File: src/common/poc_pkg.sv
/*
  Shared constants and types of the PLL and oscillator control model.
  Assumes a single 100 MHz system clock; all cycle counts derive from it.
*/
package poc_pkg;

  // System clock
  localparam int CLK_PERIOD_NS = 10;
  localparam int CLK_MHZ       = 1000 / CLK_PERIOD_NS;

  // Lock settling time (least, rounds up) and reference loss window (longest, rounds down)
  localparam int LOCK_TIME_NS = 500;
  localparam int REF_LOSS_NS  = 200;
  localparam logic [7:0] LOCK_CYCLES =
    8'((LOCK_TIME_NS + CLK_PERIOD_NS - 1) / CLK_PERIOD_NS);
  localparam logic [7:0] REF_LOSS_CYCLES = 8'(REF_LOSS_NS / CLK_PERIOD_NS);

  // Oscillator nominal frequencies, indexed by the select field
  localparam int OSC_MHZ_SEL0 = 10;
  localparam int OSC_MHZ_SEL1 = 20;
  localparam int OSC_MHZ_SEL2 = 40;
  localparam int OSC_MHZ_SEL3 = 80;

  // Half period in system clocks, never below one
  function automatic logic [3:0] osc_half(input int mhz);
    int h;
    h = CLK_MHZ / (2 * mhz);
    return (h < 1) ? 4'h1 : 4'(h);
  endfunction

  localparam logic [3:0] OSC_HALF_SEL0 = osc_half(OSC_MHZ_SEL0);
  localparam logic [3:0] OSC_HALF_SEL1 = osc_half(OSC_MHZ_SEL1);
  localparam logic [3:0] OSC_HALF_SEL2 = osc_half(OSC_MHZ_SEL2);
  localparam logic [3:0] OSC_HALF_SEL3 = osc_half(OSC_MHZ_SEL3);

  // Loop product ceiling
  localparam logic [23:0] LOOP_PRODUCT_MAX = 24'h0000FF;

  // Register byte offsets
  localparam logic [4:0] CTRL_OFS       = 5'h00;
  localparam logic [4:0] DIVS_OFS       = 5'h04;
  localparam logic [4:0] OUTDIV_LO_OFS  = 5'h08;
  localparam logic [4:0] OUTDIV_HI_OFS  = 5'h0C;
  localparam logic [4:0] PHASE_OFS      = 5'h10;
  localparam logic [4:0] STATUS_OFS     = 5'h14;
  localparam logic [4:0] RATIO_OFS      = 5'h18;
  localparam logic [4:0] PHASE_STAT_OFS = 5'h1C;

  // Reset values and writable bits
  localparam logic [31:0] CTRL_RESET      = 32'h00000080;
  localparam logic [31:0] CTRL_WMASK      = 32'h000000FF;
  localparam logic [31:0] DIVS_RESET      = 32'h01010101;
  localparam logic [31:0] OUTDIV_LO_RESET = 32'h01010101;
  localparam logic [31:0] OUTDIV_HI_RESET = 32'h00000001;
  localparam logic [31:0] OUTDIV_HI_WMASK = 32'h000000FF;
  localparam logic [31:0] PHASE_RESET     = 32'h00000000;
  localparam logic [31:0] PHASE_WMASK     = 32'h000001FF;
  localparam logic [31:0] ALL_WMASK       = 32'hFFFFFFFF;

  typedef struct packed {
    logic [23:0] rsvd;
    logic        leaf_invert;
    logic        core_fb_mode;
    logic        pll_reset_n;
    logic [1:0]  ref_clk_select;
    logic [1:0]  osc_freq_sel;
    logic        osc_enable;
  } poc_ctrl_type;

  typedef struct packed {
    logic [7:0] feedback_output_divider;
    logic [7:0] post_div;
    logic [7:0] fb_mult;
    logic [7:0] pre_div;
  } poc_divs_type;

  typedef struct packed {
    logic [22:0] rsvd;
    logic        phase_apply_enable;
    logic [4:0]  out_select;
    logic [2:0]  value;
  } poc_phase_type;

  typedef struct packed {
    logic [31:0] ctrl;
    logic [31:0] divs;
    logic [31:0] outdiv_lo;
    logic [31:0] outdiv_hi;
    logic [31:0] phase;
  } poc_regs_type;

  typedef struct packed {
    logic         waitreq;
    logic [31:0]  rdata;
    poc_regs_type regs;
    logic         ref_prev;
    logic [7:0]   ref_idle;
    logic         fb_prev;
    logic [7:0]   fb_idle;
    logic [7:0]   lock_cnt;
    logic         locked;
  } poc_top_state_type;

endpackage

File: src/hdl/poc_osc.sv
/*
  Low-power oscillator model: a toggle divider off the system clock.
  Assumes a synchronous active-low reset copy from the top.
*/
`timescale 1ns/1ns
module poc_osc #(
  parameter int CNT_W = 4
) (
  input  wire logic       clk,
  input  wire logic       rst_n,
  input  wire logic       enable,
  input  wire logic [1:0] freq_sel,
  output logic            clk_out
);

  typedef struct packed {
    logic [CNT_W-1:0] cnt;
    logic             level;
  } poc_osc_state_type;

  poc_osc_state_type st;
  poc_osc_state_type next_st;
  logic [CNT_W-1:0]  half;

  if (CNT_W < 4) begin : g_chk
    $error("poc_osc: CNT_W must be at least 4");
  end

  // Half period for the chosen nominal rate
  // rate select
  always_comb begin
    unique case (freq_sel)
      2'h0: half = CNT_W'(poc_pkg::OSC_HALF_SEL0);
      2'h1: half = CNT_W'(poc_pkg::OSC_HALF_SEL1);
      2'h2: half = CNT_W'(poc_pkg::OSC_HALF_SEL2);
      2'h3: half = CNT_W'(poc_pkg::OSC_HALF_SEL3);
    endcase
  end

  // Toggle divider, stopped and low while disabled
  // clock gating
  always_comb begin
    next_st = st;
    if (!enable) begin
      next_st.cnt   = '0;
      next_st.level = 1'b0;
    end else if (st.cnt >= half - 1'b1) begin
      next_st.cnt   = '0;
      next_st.level = ~st.level;
    end else begin
      next_st.cnt = st.cnt + 1'b1;
    end
  end

  always_ff @(posedge clk or negedge rst_n) begin
    if (!rst_n) begin
      st <= '0;
    end else begin
      st <= next_st;
    end
  end

  assign clk_out = st.level;
endmodule

File: src/hdl/poc_out_div.sv
/*
  One PLL output: divider by C with dynamic phase delay in half steps.
  Assumes one system clock equals half a post-divided PLL cycle.
*/
`timescale 1ns/1ns
module poc_out_div #(
  parameter int DIV_W = 8
) (
  input  wire logic             clk,
  input  wire logic             rst_n,
  input  wire logic             run,
  input  wire logic [DIV_W-1:0] divide,
  input  wire logic             invert,
  input  wire logic             apply,
  input  wire logic [2:0]       phase_value,
  output logic                  clk_out,
  output logic [2:0]            phase_now
);

  typedef struct packed {
    logic [DIV_W-1:0] cnt;
    logic             level;
    logic             out;
    logic [2:0]       phase;
    logic [2:0]       stall;
  } poc_div_state_type;

  poc_div_state_type st;
  poc_div_state_type next_st;
  logic [DIV_W-1:0]  div_eff;
  logic [2:0]        diff;

  if (DIV_W < 2) begin : g_chk
    $error("poc_out_div: DIV_W must be at least 2");
  end

  // Zero divide acts as one; phase step count wraps in three bits
  assign div_eff = (divide == '0) ? DIV_W'(1) : divide;
  assign diff    = phase_value - st.phase;

  // Divider with stall for phase delay
  always_comb begin
    next_st = st;
    if (!run) begin
      next_st.cnt   = '0;
      next_st.level = 1'b0;
      next_st.stall = 3'h0;
      if (apply) begin
        next_st.phase = phase_value;
      end
    end else if (st.stall != 3'h0) begin
      next_st.stall = st.stall - 3'h1;
    end else if (apply && diff != 3'h0) begin
      next_st.phase = phase_value;
      next_st.stall = diff - 3'h1;
    end else if (st.cnt >= div_eff - 1'b1) begin
      next_st.cnt   = '0;
      next_st.level = ~st.level;
    end else begin
      next_st.cnt = st.cnt + 1'b1;
    end
    next_st.out = next_st.level ^ invert;
  end

  always_ff @(posedge clk or negedge rst_n) begin
    if (!rst_n) begin
      st <= '0;
    end else begin
      st <= next_st;
    end
  end

  assign clk_out   = st.out;
  assign phase_now = st.phase;
endmodule

File: src/hdl/poc_top.sv
/*
  PLL and low-power oscillator control model with an Avalon-MM register
  slave: reference select, lock tracking, five divided outputs with
  dynamic phase shift. Assumes reference and feedback inputs are
  sampled on clk and that one clk is half a post-divided PLL cycle.
*/
`timescale 1ns/1ns
// Behaviour
// - Oscillator gives a core clock at 10, 20, 40 or 80 MHz nominal; the model toggles at 10, 25, 50 and 50 MHz.
// - Oscillator can be enabled or disabled to save power.
// - PLL takes four references and uses the one the two-bit select names.
// - Low PLL reset resets the PLL; high lets it run.
// - Output frequency is reference times M times feedback divider over N times C.
// - Lock indicator rises on lock and falls on detected loss of lock.
// - Phase value delays the output half a PLL cycle per step, up to 3.5.
// - Five-bit select picks which outputs take the phase shift.
// - While shift enable is high, selected outputs take the current phase value.
// - Four outputs feed global clocks; the fifth only regional clocks.
// - Outputs align on the falling edge; leaf polarity inverted by default.
module poc_top (
  input  wire logic        clk,
  input  wire logic        nrst,
  input  wire logic [4:0]  avs_address,
  input  wire logic        avs_read,
  input  wire logic        avs_write,
  input  wire logic [31:0] avs_writedata,
  input  wire logic [3:0]  avs_byteenable,
  output logic      [31:0] avs_readdata,
  output logic             avs_waitrequest,
  input  wire logic [3:0]  ref_clk_in,
  input  wire logic        core_feedback_in,
  output logic             osc_clk_out,
  output logic             pll_locked,
  output logic             pll_out_a,
  output logic             pll_out_b,
  output logic             pll_out_c,
  output logic             pll_out_d,
  output logic             pll_out_e
);

  poc_pkg::poc_top_state_type st;
  poc_pkg::poc_top_state_type next_st;

  logic [1:0]              rst_sync;
  logic                    rst_n;
  poc_pkg::poc_ctrl_type   ctrl;
  poc_pkg::poc_ctrl_type   ctrl_wr;
  poc_pkg::poc_divs_type   divs;
  poc_pkg::poc_phase_type  phase;
  logic [4:0][7:0]         out_div;
  logic [4:0]              outs;
  logic [4:0][2:0]         cur_phase;
  logic                    req;
  logic                    wr_now;
  logic                    ref_now;
  logic                    ref_edge;
  logic                    ref_active;
  logic                    fb_edge;
  logic                    fb_active;
  logic                    sel_change;
  logic                    run_ok;
  logic [23:0]             loop_product;
  logic                    cfg_ok;
  logic [15:0]             ratio_num;
  logic [15:0]             ratio_den;
  logic                    out_a_ok;
  logic [31:0]             status;
  logic [31:0]             rd_mux;

  // Reset release through two flops
  always_ff @(posedge clk or negedge nrst) begin
    if (!nrst) begin
      rst_sync <= 2'h0;
    end else begin
      rst_sync <= {rst_sync[0], 1'b1};
    end
  end
  assign rst_n = rst_sync[1];

  // Register views
  assign ctrl    = poc_pkg::poc_ctrl_type'(st.regs.ctrl);
  assign divs    = poc_pkg::poc_divs_type'(st.regs.divs);
  assign phase   = poc_pkg::poc_phase_type'(st.regs.phase);
  assign out_div = {st.regs.outdiv_hi[7:0], st.regs.outdiv_lo};

  // Byte-lane merge of a write into a register
  function automatic logic [31:0] merge(input logic [31:0] old,
                                        input logic [31:0] wd,
                                        input logic [3:0]  be,
                                        input logic [31:0] wmask);
    logic [31:0] m;
    m = {{8{be[3]}}, {8{be[2]}}, {8{be[1]}}, {8{be[0]}}} & wmask;
    return (old & ~m) | (wd & m);
  endfunction

  // Bus request and the write that completes this cycle
  assign req     = avs_read | avs_write;
  assign wr_now  = avs_write && !st.waitreq;
  assign ctrl_wr = poc_pkg::poc_ctrl_type'(merge(st.regs.ctrl, avs_writedata,
                                                 avs_byteenable, poc_pkg::CTRL_WMASK));

  // Configuration checks and frequency ratio
  // loop product check
  assign loop_product = divs.fb_mult * divs.post_div * divs.feedback_output_divider;
  assign cfg_ok       = loop_product <= poc_pkg::LOOP_PRODUCT_MAX;
  assign ratio_num    = divs.fb_mult * divs.feedback_output_divider;
  assign ratio_den    = divs.pre_div * out_div[0];
  assign out_a_ok     = {2'h0, ratio_num} <= {ratio_den, 2'h0};

  // Reference and feedback activity
  // reference select
  assign ref_now    = ref_clk_in[ctrl.ref_clk_select];
  assign ref_edge   = ref_now != st.ref_prev;
  assign ref_active = st.ref_idle < poc_pkg::REF_LOSS_CYCLES;
  assign fb_edge    = core_feedback_in != st.fb_prev;
  assign fb_active  = !ctrl.core_fb_mode || (st.fb_idle < poc_pkg::REF_LOSS_CYCLES);

  // Reference swap while running breaks lock
  // select under reset
  assign sel_change = wr_now && avs_address == poc_pkg::CTRL_OFS && ctrl.pll_reset_n
                      && ctrl_wr.ref_clk_select != ctrl.ref_clk_select;

  // Conditions for the loop to acquire and hold lock
  // reset level
  assign run_ok = ctrl.pll_reset_n && cfg_ok && ref_active && fb_active && !sel_change;

  // Status word
  assign status = {27'h0, ref_active, out_a_ok, cfg_ok, ctrl.osc_enable, st.locked};

  // Read data selection
  always_comb begin
    case (avs_address)
      poc_pkg::CTRL_OFS:       rd_mux = st.regs.ctrl;
      poc_pkg::DIVS_OFS:       rd_mux = st.regs.divs;
      poc_pkg::OUTDIV_LO_OFS:  rd_mux = st.regs.outdiv_lo;
      poc_pkg::OUTDIV_HI_OFS:  rd_mux = st.regs.outdiv_hi;
      poc_pkg::PHASE_OFS:      rd_mux = st.regs.phase;
      poc_pkg::STATUS_OFS:     rd_mux = status;
      poc_pkg::RATIO_OFS:      rd_mux = {ratio_den, ratio_num};
      poc_pkg::PHASE_STAT_OFS: rd_mux = {17'h0, cur_phase};
      default:                 rd_mux = 32'h0;
    endcase
  end

  // Next state: bus slave, activity monitors, lock tracking
  always_comb begin
    next_st = st;
    // One wait cycle, then the answer
    if (req && st.waitreq) begin
      next_st.waitreq = 1'b0;
      next_st.rdata   = rd_mux;
    end else begin
      next_st.waitreq = 1'b1;
    end
    // Writes land on the completing edge
    if (wr_now) begin
      case (avs_address)
        poc_pkg::CTRL_OFS:      next_st.regs.ctrl = 32'(ctrl_wr);
        poc_pkg::DIVS_OFS:      next_st.regs.divs = merge(st.regs.divs, avs_writedata,
                                  avs_byteenable, poc_pkg::ALL_WMASK);
        poc_pkg::OUTDIV_LO_OFS: next_st.regs.outdiv_lo = merge(st.regs.outdiv_lo,
                                  avs_writedata, avs_byteenable, poc_pkg::ALL_WMASK);
        poc_pkg::OUTDIV_HI_OFS: next_st.regs.outdiv_hi = merge(st.regs.outdiv_hi,
                                  avs_writedata, avs_byteenable, poc_pkg::OUTDIV_HI_WMASK);
        poc_pkg::PHASE_OFS:     next_st.regs.phase = merge(st.regs.phase, avs_writedata,
                                  avs_byteenable, poc_pkg::PHASE_WMASK);
        default:                next_st.regs = st.regs;
      endcase
    end
    // Reference edge watch, saturating idle count
    next_st.ref_prev = ref_now;
    if (ref_edge) begin
      next_st.ref_idle = 8'h00;
    end else if (st.ref_idle != 8'hFF) begin
      next_st.ref_idle = st.ref_idle + 8'h01;
    end
    next_st.fb_prev = core_feedback_in;
    if (fb_edge) begin
      next_st.fb_idle = 8'h00;
    end else if (st.fb_idle != 8'hFF) begin
      next_st.fb_idle = st.fb_idle + 8'h01;
    end
    if (!run_ok) begin
      next_st.lock_cnt = 8'h00;
      next_st.locked   = 1'b0;
    end else if (st.lock_cnt != poc_pkg::LOCK_CYCLES) begin
      next_st.lock_cnt = st.lock_cnt + 8'h01;
    end else begin
      next_st.locked = 1'b1;
    end
  end

  always_ff @(posedge clk or negedge rst_n) begin
    if (!rst_n) begin
      st                <= '0;
      st.waitreq        <= 1'b1;
      st.regs.ctrl      <= poc_pkg::CTRL_RESET;
      st.regs.divs      <= poc_pkg::DIVS_RESET;
      st.regs.outdiv_lo <= poc_pkg::OUTDIV_LO_RESET;
      st.regs.outdiv_hi <= poc_pkg::OUTDIV_HI_RESET;
      st.regs.phase     <= poc_pkg::PHASE_RESET;
    end else begin
      st <= next_st;
    end
  end

  // Oscillator
  poc_osc #(.CNT_W(4)) u_osc (
    .clk      (clk),
    .rst_n    (rst_n),
    .enable   (ctrl.osc_enable),
    .freq_sel (ctrl.osc_freq_sel),
    .clk_out  (osc_clk_out)
  );

  // Five outputs restart together at lock, so outputs with the same C value align
  for (genvar i = 0; i < 5; i++) begin : g_out
    poc_out_div #(.DIV_W(8)) u_div (
      .clk         (clk),
      .rst_n       (rst_n),
      .run         (st.locked),
      .divide      (out_div[i]),
      .invert      (ctrl.leaf_invert),
      .apply       (phase.phase_apply_enable & phase.out_select[i]),
      .phase_value (phase.value),
      .clk_out     (outs[i]),
      .phase_now   (cur_phase[i])
    );
  end

  // outputs a to d global, e regional only
  assign pll_out_a       = outs[0];
  assign pll_out_b       = outs[1];
  assign pll_out_c       = outs[2];
  assign pll_out_d       = outs[3];
  assign pll_out_e       = outs[4];
  assign pll_locked      = st.locked;
  assign avs_readdata    = st.rdata;
  assign avs_waitrequest = st.waitreq;
endmodule

File: config.mk
export PLATFORM = sky130hd
export DESIGN_NAME = poc_top
export DESIGN_NICKNAME = d
export VERILOG_FILES = /design/src/common/poc_pkg.sv /design/src/hdl/poc_osc.sv /design/src/hdl/poc_out_div.sv /design/src/hdl/poc_top.sv
export SDC_FILE = /design/constraint.sdc
export NUM_CORES = 1
export LEC_CHECK = 0
export BUFFER_PORTS_ARGS = -buffer_cell sky130_fd_sc_hd__clkbuf_2
export CAP_MARGIN = 20
export CORE_MARGIN = 2
export CORE_UTILIZATION = 40
export DETAILED_ROUTE_END_ITERATION = 7
export GPL_TIMING_DRIVEN = 0
export PLACE_DENSITY_LB_ADDON = 0.15
export REMOVE_ABC_BUFFERS = 1
export SYNTH_ARGS = -nofsm -noshare
export SYNTH_HDL_FRONTEND = slang
export SYNTH_SLANG_ARGS = --single-unit
File: constraint.sdc
create_clock -name clk -period 9.42 [get_ports clk]
set_clock_uncertainty 0.05 [all_clocks]
set_input_delay 2.355 -clock clk [delete_from_list [all_inputs] [get_ports clk]]
set_output_delay 2.355 -clock clk [all_outputs]
set_load 0.05 [all_outputs]
**After elaboration in Yosys (flattened, before gate mapping)**

Index checks and enable logic that the tools add are counted.

- $add $sub $neg: 30
- Multiply operators: 4
- $lt $le $gt $ge: 11
- Equal/unequal tests: 39
- Multiplexer cells: 70
- Bitwise logic cells: 33
- Reduce and logical (&&, ||, !) cells: 58

Operators with widths:

| kind | number |
|---|---|
| 32-bit case mux with 8 select lines | 1 |
| 32-bit AND | 6 |
| 32-bit bitwise OR | 5 |
| 9-bit 2-to-1 mux | 16 |
| 8-bit 2-to-1 mux | 15 |
| 8-bit by 1-bit adder with 8-bit output (second input constant) | 8 |
| 6-bit 2-to-1 mux | 10 |
| 8-bit by 8-bit multiplier with 16-bit output | 3 |
| 3-bit 2-to-1 mux | 15 |
| 8-bit >= comparator | 5 |
| 8-bit zero test | 5 |
| 8-bit by 1-bit subtractor with 8-bit output (second input constant) | 5 |
| 32-bit by 8-bit AND with 32-bit output | 1 |
| 32-bit by 9-bit AND with 32-bit output | 1 |
| 32-bit inverter | 1 |
| 8-bit inverter with 32-bit output | 1 |
| 9-bit inverter with 32-bit output | 1 |
| 3-bit nonzero test | 10 |
| 3-bit by 1-bit subtractor with 3-bit output (second input constant) | 10 |
| 24-bit by 8-bit <= comparator with 1-bit output (second input constant) | 1 |
| 16-bit by 8-bit multiplier with 24-bit output | 1 |
| 2-bit != test (second input constant) | 11 |
| 5-bit == test (second input constant) | 4 |
| 2-bit AND reduction | 10 |
| 34 further kinds | 99 |

- Bits in registers: 307
- Bits of input ports: 50
- Output and inout port bits: 40
- Logic and storage cells: 286

**Depth between registers and ports, before layout**

- Depth in word-level cells: 9
- Depth in mapped cells: 35
- Depth with buffers taken out: 34

**Modules after synthesis**

From an unflattened synthesis, not the netlist that was laid out.

- Cell total of the unflattened synthesis: 2571
- Area, all modules: 24120.6 um^2

By module, submodules not included:

| module | instances | cells an instance | area each (um^2) | seq. area each (um^2) |
|---|---|---|---|---|
| poc_top | 1 | 1875 | 17755.8 | 3792.4 |
| poc_out_div | 5 | 133 | 1208.7 | 400.4 |
| poc_osc | 1 | 31 | 321.6 | 125.1 |

**Least setup slack after synthesis**

Ideal clock, no wire load.

- Path kind: register to register
- From: register with a tool-made name
- To: register st[2] in the netlist's numbering
- Setup time: 0.087 ns
- Data arrival time: 8.804 ns
- Required time: 9.283 ns
- Setup slack: 0.480 ns
- Cell stages (with the launch flop): 33
- Path buffers: 1
- Period minus slack after synthesis: 8.940 ns
- Cell sequence: dfstp_2 > clkbuf_1 > nand2_1 > fa_1 > fa_1 > inv_1 > fa_1 > inv_1 > fa_1 > inv_1 > ha_1 > inv_1 > o21bai_1 > a211oi_1 > nor3b_1 > or2_2 > xor2_1 > and2_1 > fa_1 > fa_1 > fa_1 > inv_1 > fa_1 > inv_1 > ha_1 > nor2_1 > o22ai_1 > or4_1 > nor4_1 > nand4_1 > nor4_4 > nand4_4 > a211oi_2

RTL lines:

| what | RTL line | source |
|---|---|---|
| to (signal assigned) | poc_top.sv:203 | `st <= next_st;` |
| to (decl) | poc_top.sv:41 | `poc_pkg::poc_top_state_type st;` |

==> reports/summary.txt <==
Detail Placement HPWL: 47.4 mm
Data required, critical path: 9840 ps
share of layout cells above drive strength 1: 0.134
Clk pin slew, worst setup/hold paths: 70 ps
CTS tree: yes
Worst Tran Pin Value: 1080 ps
clk_lat worst skew: 550 ps
reg2reg setup slack: 330 ps
min Tclk post-route: 9090 ps
Synth Instances: 2499
Total GRT Usage: 0.210
DR vias/cell: 5.36
Final Cycle Share: 0.965
CP peak stage delay: 610 ps
synth warn: 0
commonest cells in the netlist: 287 x inv_1, 234 x ha_1, 232 x nand2_1, 225 x dfrtp_1, 197 x fa_1
status: finished, final reports clean
Slowest-stage cell, CP: dfrtp_4
met1 usage: 0.283
gpl congestion: 0.878
Detailed Route WL: 62.0 mm
# port buffers: 89
Detail Route Antenna Nets: 0
Remaining Overflow, GRT: 0
Post-synth ARST share: 1.00
met2 Usage GRT: 0.361
routed vias: 17800
pin count of the biggest net entering global routing: 67
Setup WS pre-CTS: -785 ps
Initial Util: 0.405
Relative slew margins: 0.281
Die Span Y: 246 um
share of the synthesized area in the top cell type: 0.240
Clk Tree Root Cell: clkbuf_16
Worst Setup EP: st[8]$_DFFE_PN0P_
grt peak-use layer: met2
Multi-input gate area: 16200 sq um
setup violators final: 0
most common cell in the netlist: inv_1
critical path class: flop to flop
Synth Register Bits: 236
Area growth syn-to-layout: 10.5%
CTS Sinks: 236
core box area: 57900 sq um
Reg2Reg Depth: 32
Inst Count DP: 3245
Fin. Hold Viols: 0
startpoint type of the worst setup path: flop
Avg Inst Size Synth: 9.40 sq um
Hold/Removal Path Class: flop to flop
remaining routing DRC violations: 0
vias in the first global route: 18600
first-pass GRT wire length: 102 mm
Maximum Capacitance Violations: 0
die footprint: 60700 sq um
Peak supply drop: 0.113 mV
die width: 246 um
Clock Tree Buf Depth: 3
DRT Pass-1 Iters: 5
DRT iter0 DRCs: 918
initial antenna violation count: 1
met3 usage: 0.0186
I/O Pins: 90
Synth Flop Type: dfrtp_1
leading area contributor after synthesis: dfrtp_1
num rows: 88
crit path DAT: 9510 ps
sequential fraction of the synthesis area: 0.252
Crit. End Element: flop
final worst slack: 332 ps
Leakage: 0.0130 uW
fin cells: 3317
Critical Path Most Common Cell: fa_1
r2r endpoint: st[8]$_DFFE_PN0P_
register area: 5940 sq um
Mapped Area: 23500 sq um
# fillers: 5595
RSZ-0062 raised after global routing: no
CTS Hold Bufs: 0
top cells by area, synth: dfrtp_1 24%, fa_1 17%, ha_1 12%, and2_1 5.0%, mux2_2 4.8%
critical path fanouts, max: 18
depth of the worst hold-timing path: 0
number of synthesized flops with an enable pin: 0
Num CTS Buffers: 26
Fmax achieved: 110 MHz
NumNets Final: 3012
H-tree depth: 1
P per Cell Area: 112 nW/um^2
count of different cell masters after synthesis: 75
Final Slew Violations: 0
wire per inst: 18.7 um
## placed cells by master, fill, tap and decap left out, drive strengths merged, types with 22 or more instances in the layout
cell	n
nor3	32
xor2	55
nor2	128
xnor2	60
fa	197
a22oi	28
dfrtp	225
a21o	37
nand3	55
mux2	100
and3	34
ha	234
or3	22
a21oi	82
nand2	232
clkbuf	124
and2	186
buf	37
inv	288
o21ai	110
## worst min path at each step
stage | end | startpoint
CTS | rst_sync[1]$_DFF_PN0_ | rst_sync[0]$_DFF_PN0_
global route | rst_sync[1]$_DFF_PN0_ | rst_sync[0]$_DFF_PN0_
detailed placement | rst_sync[1]$_DFF_PN0_ | rst_sync[0]$_DFF_PN0_
finish | rst_sync[1]$_DFF_PN0_ | rst_sync[0]$_DFF_PN0_
global placement | rst_sync[1]$_DFF_PN0_ | rst_sync[0]$_DFF_PN0_
floorplan | rst_sync[1]$_DFF_PN0_ | rst_sync[0]$_DFF_PN0_
## cell families (layout without fill, tap and decap cells)
logic type      after synthesis  count (layout)  share of synthesized area
simple gates                797             797                      0.174
fa+ha+maj                   431             431                      0.293
buf+inv                     410             461                     0.0710
compound gates              401             401                      0.115
flops                       236             236                      0.252
xor+xnor                    115             115                     0.0429
mux                         108             108                     0.0519
other cells                   1               3                   0.000160
## worst max-delay path: cells and delay by family, from the launching register on
family          cells  cell delay [ps]
fa+ha+maj          10             4670
compound gates      6             1350
simple gates        9             1540
buf+inv             6              570
flops               1              610
xor+xnor            1              190
## power by group
| group | total, uW | internal, uW | switching [uW] |
|---|---|---|---|
| combinational | 628 | 277 | 351 |
| sequential | 1200 | 1070 | 129 |
| clock | 1080 | 638 | 439 |
## routing by layer
layer  vias to the layer above  share of wire  wire length, um
met5                         -              0                0
met3                        88          0.032             1980
met1                      8915           0.46            28500
met4                         0          0.026             1590
li1                       8432              -                -
met2                       340           0.48            29900
## what timing repair did
action	in CTS	in global routing
setup buffers	7	15
pin swaps	3	11
endpoints found under the setup margin	10	10
resized for setup	19	33
## stage by stage
| step | instance area (sq um) | hold WS, ps | setup TNS [ps] | util | power, uW |
|---|---|---|---|---|---|
| finish | 25900 | 300 | 0 | 0.448 | 2900 |
| global route | 25900 | 329 | 0 | 0.448 | 3070 |
| CTS | 25700 | 304 | 0 | 0.443 | 2920 |
| detailed placement | 24600 | 289 | -7120 | 0.425 | 1820 |
| global placement | 24300 | 288 | -148990 | 0.420 | 1790 |
| floorplan | 22900 | 281 | 0 | - | 1590 |
## area by class of cell
type | count | share of cell area
Inverter | 287 | 0.0415
Sequential cell | 236 | 0.229
Clock buffer | 35 | 0.0287
Timing Repair Buffer | 126 | 0.0346
Clock inverter | 13 | 0.00574
Antenna cell | 1 | 0.0000965
Multi-Input combinational cell | 1854 | 0.623
Tap cell | 765 | 0.0369
No activity file was read; power rests on OpenSTA's default activity.
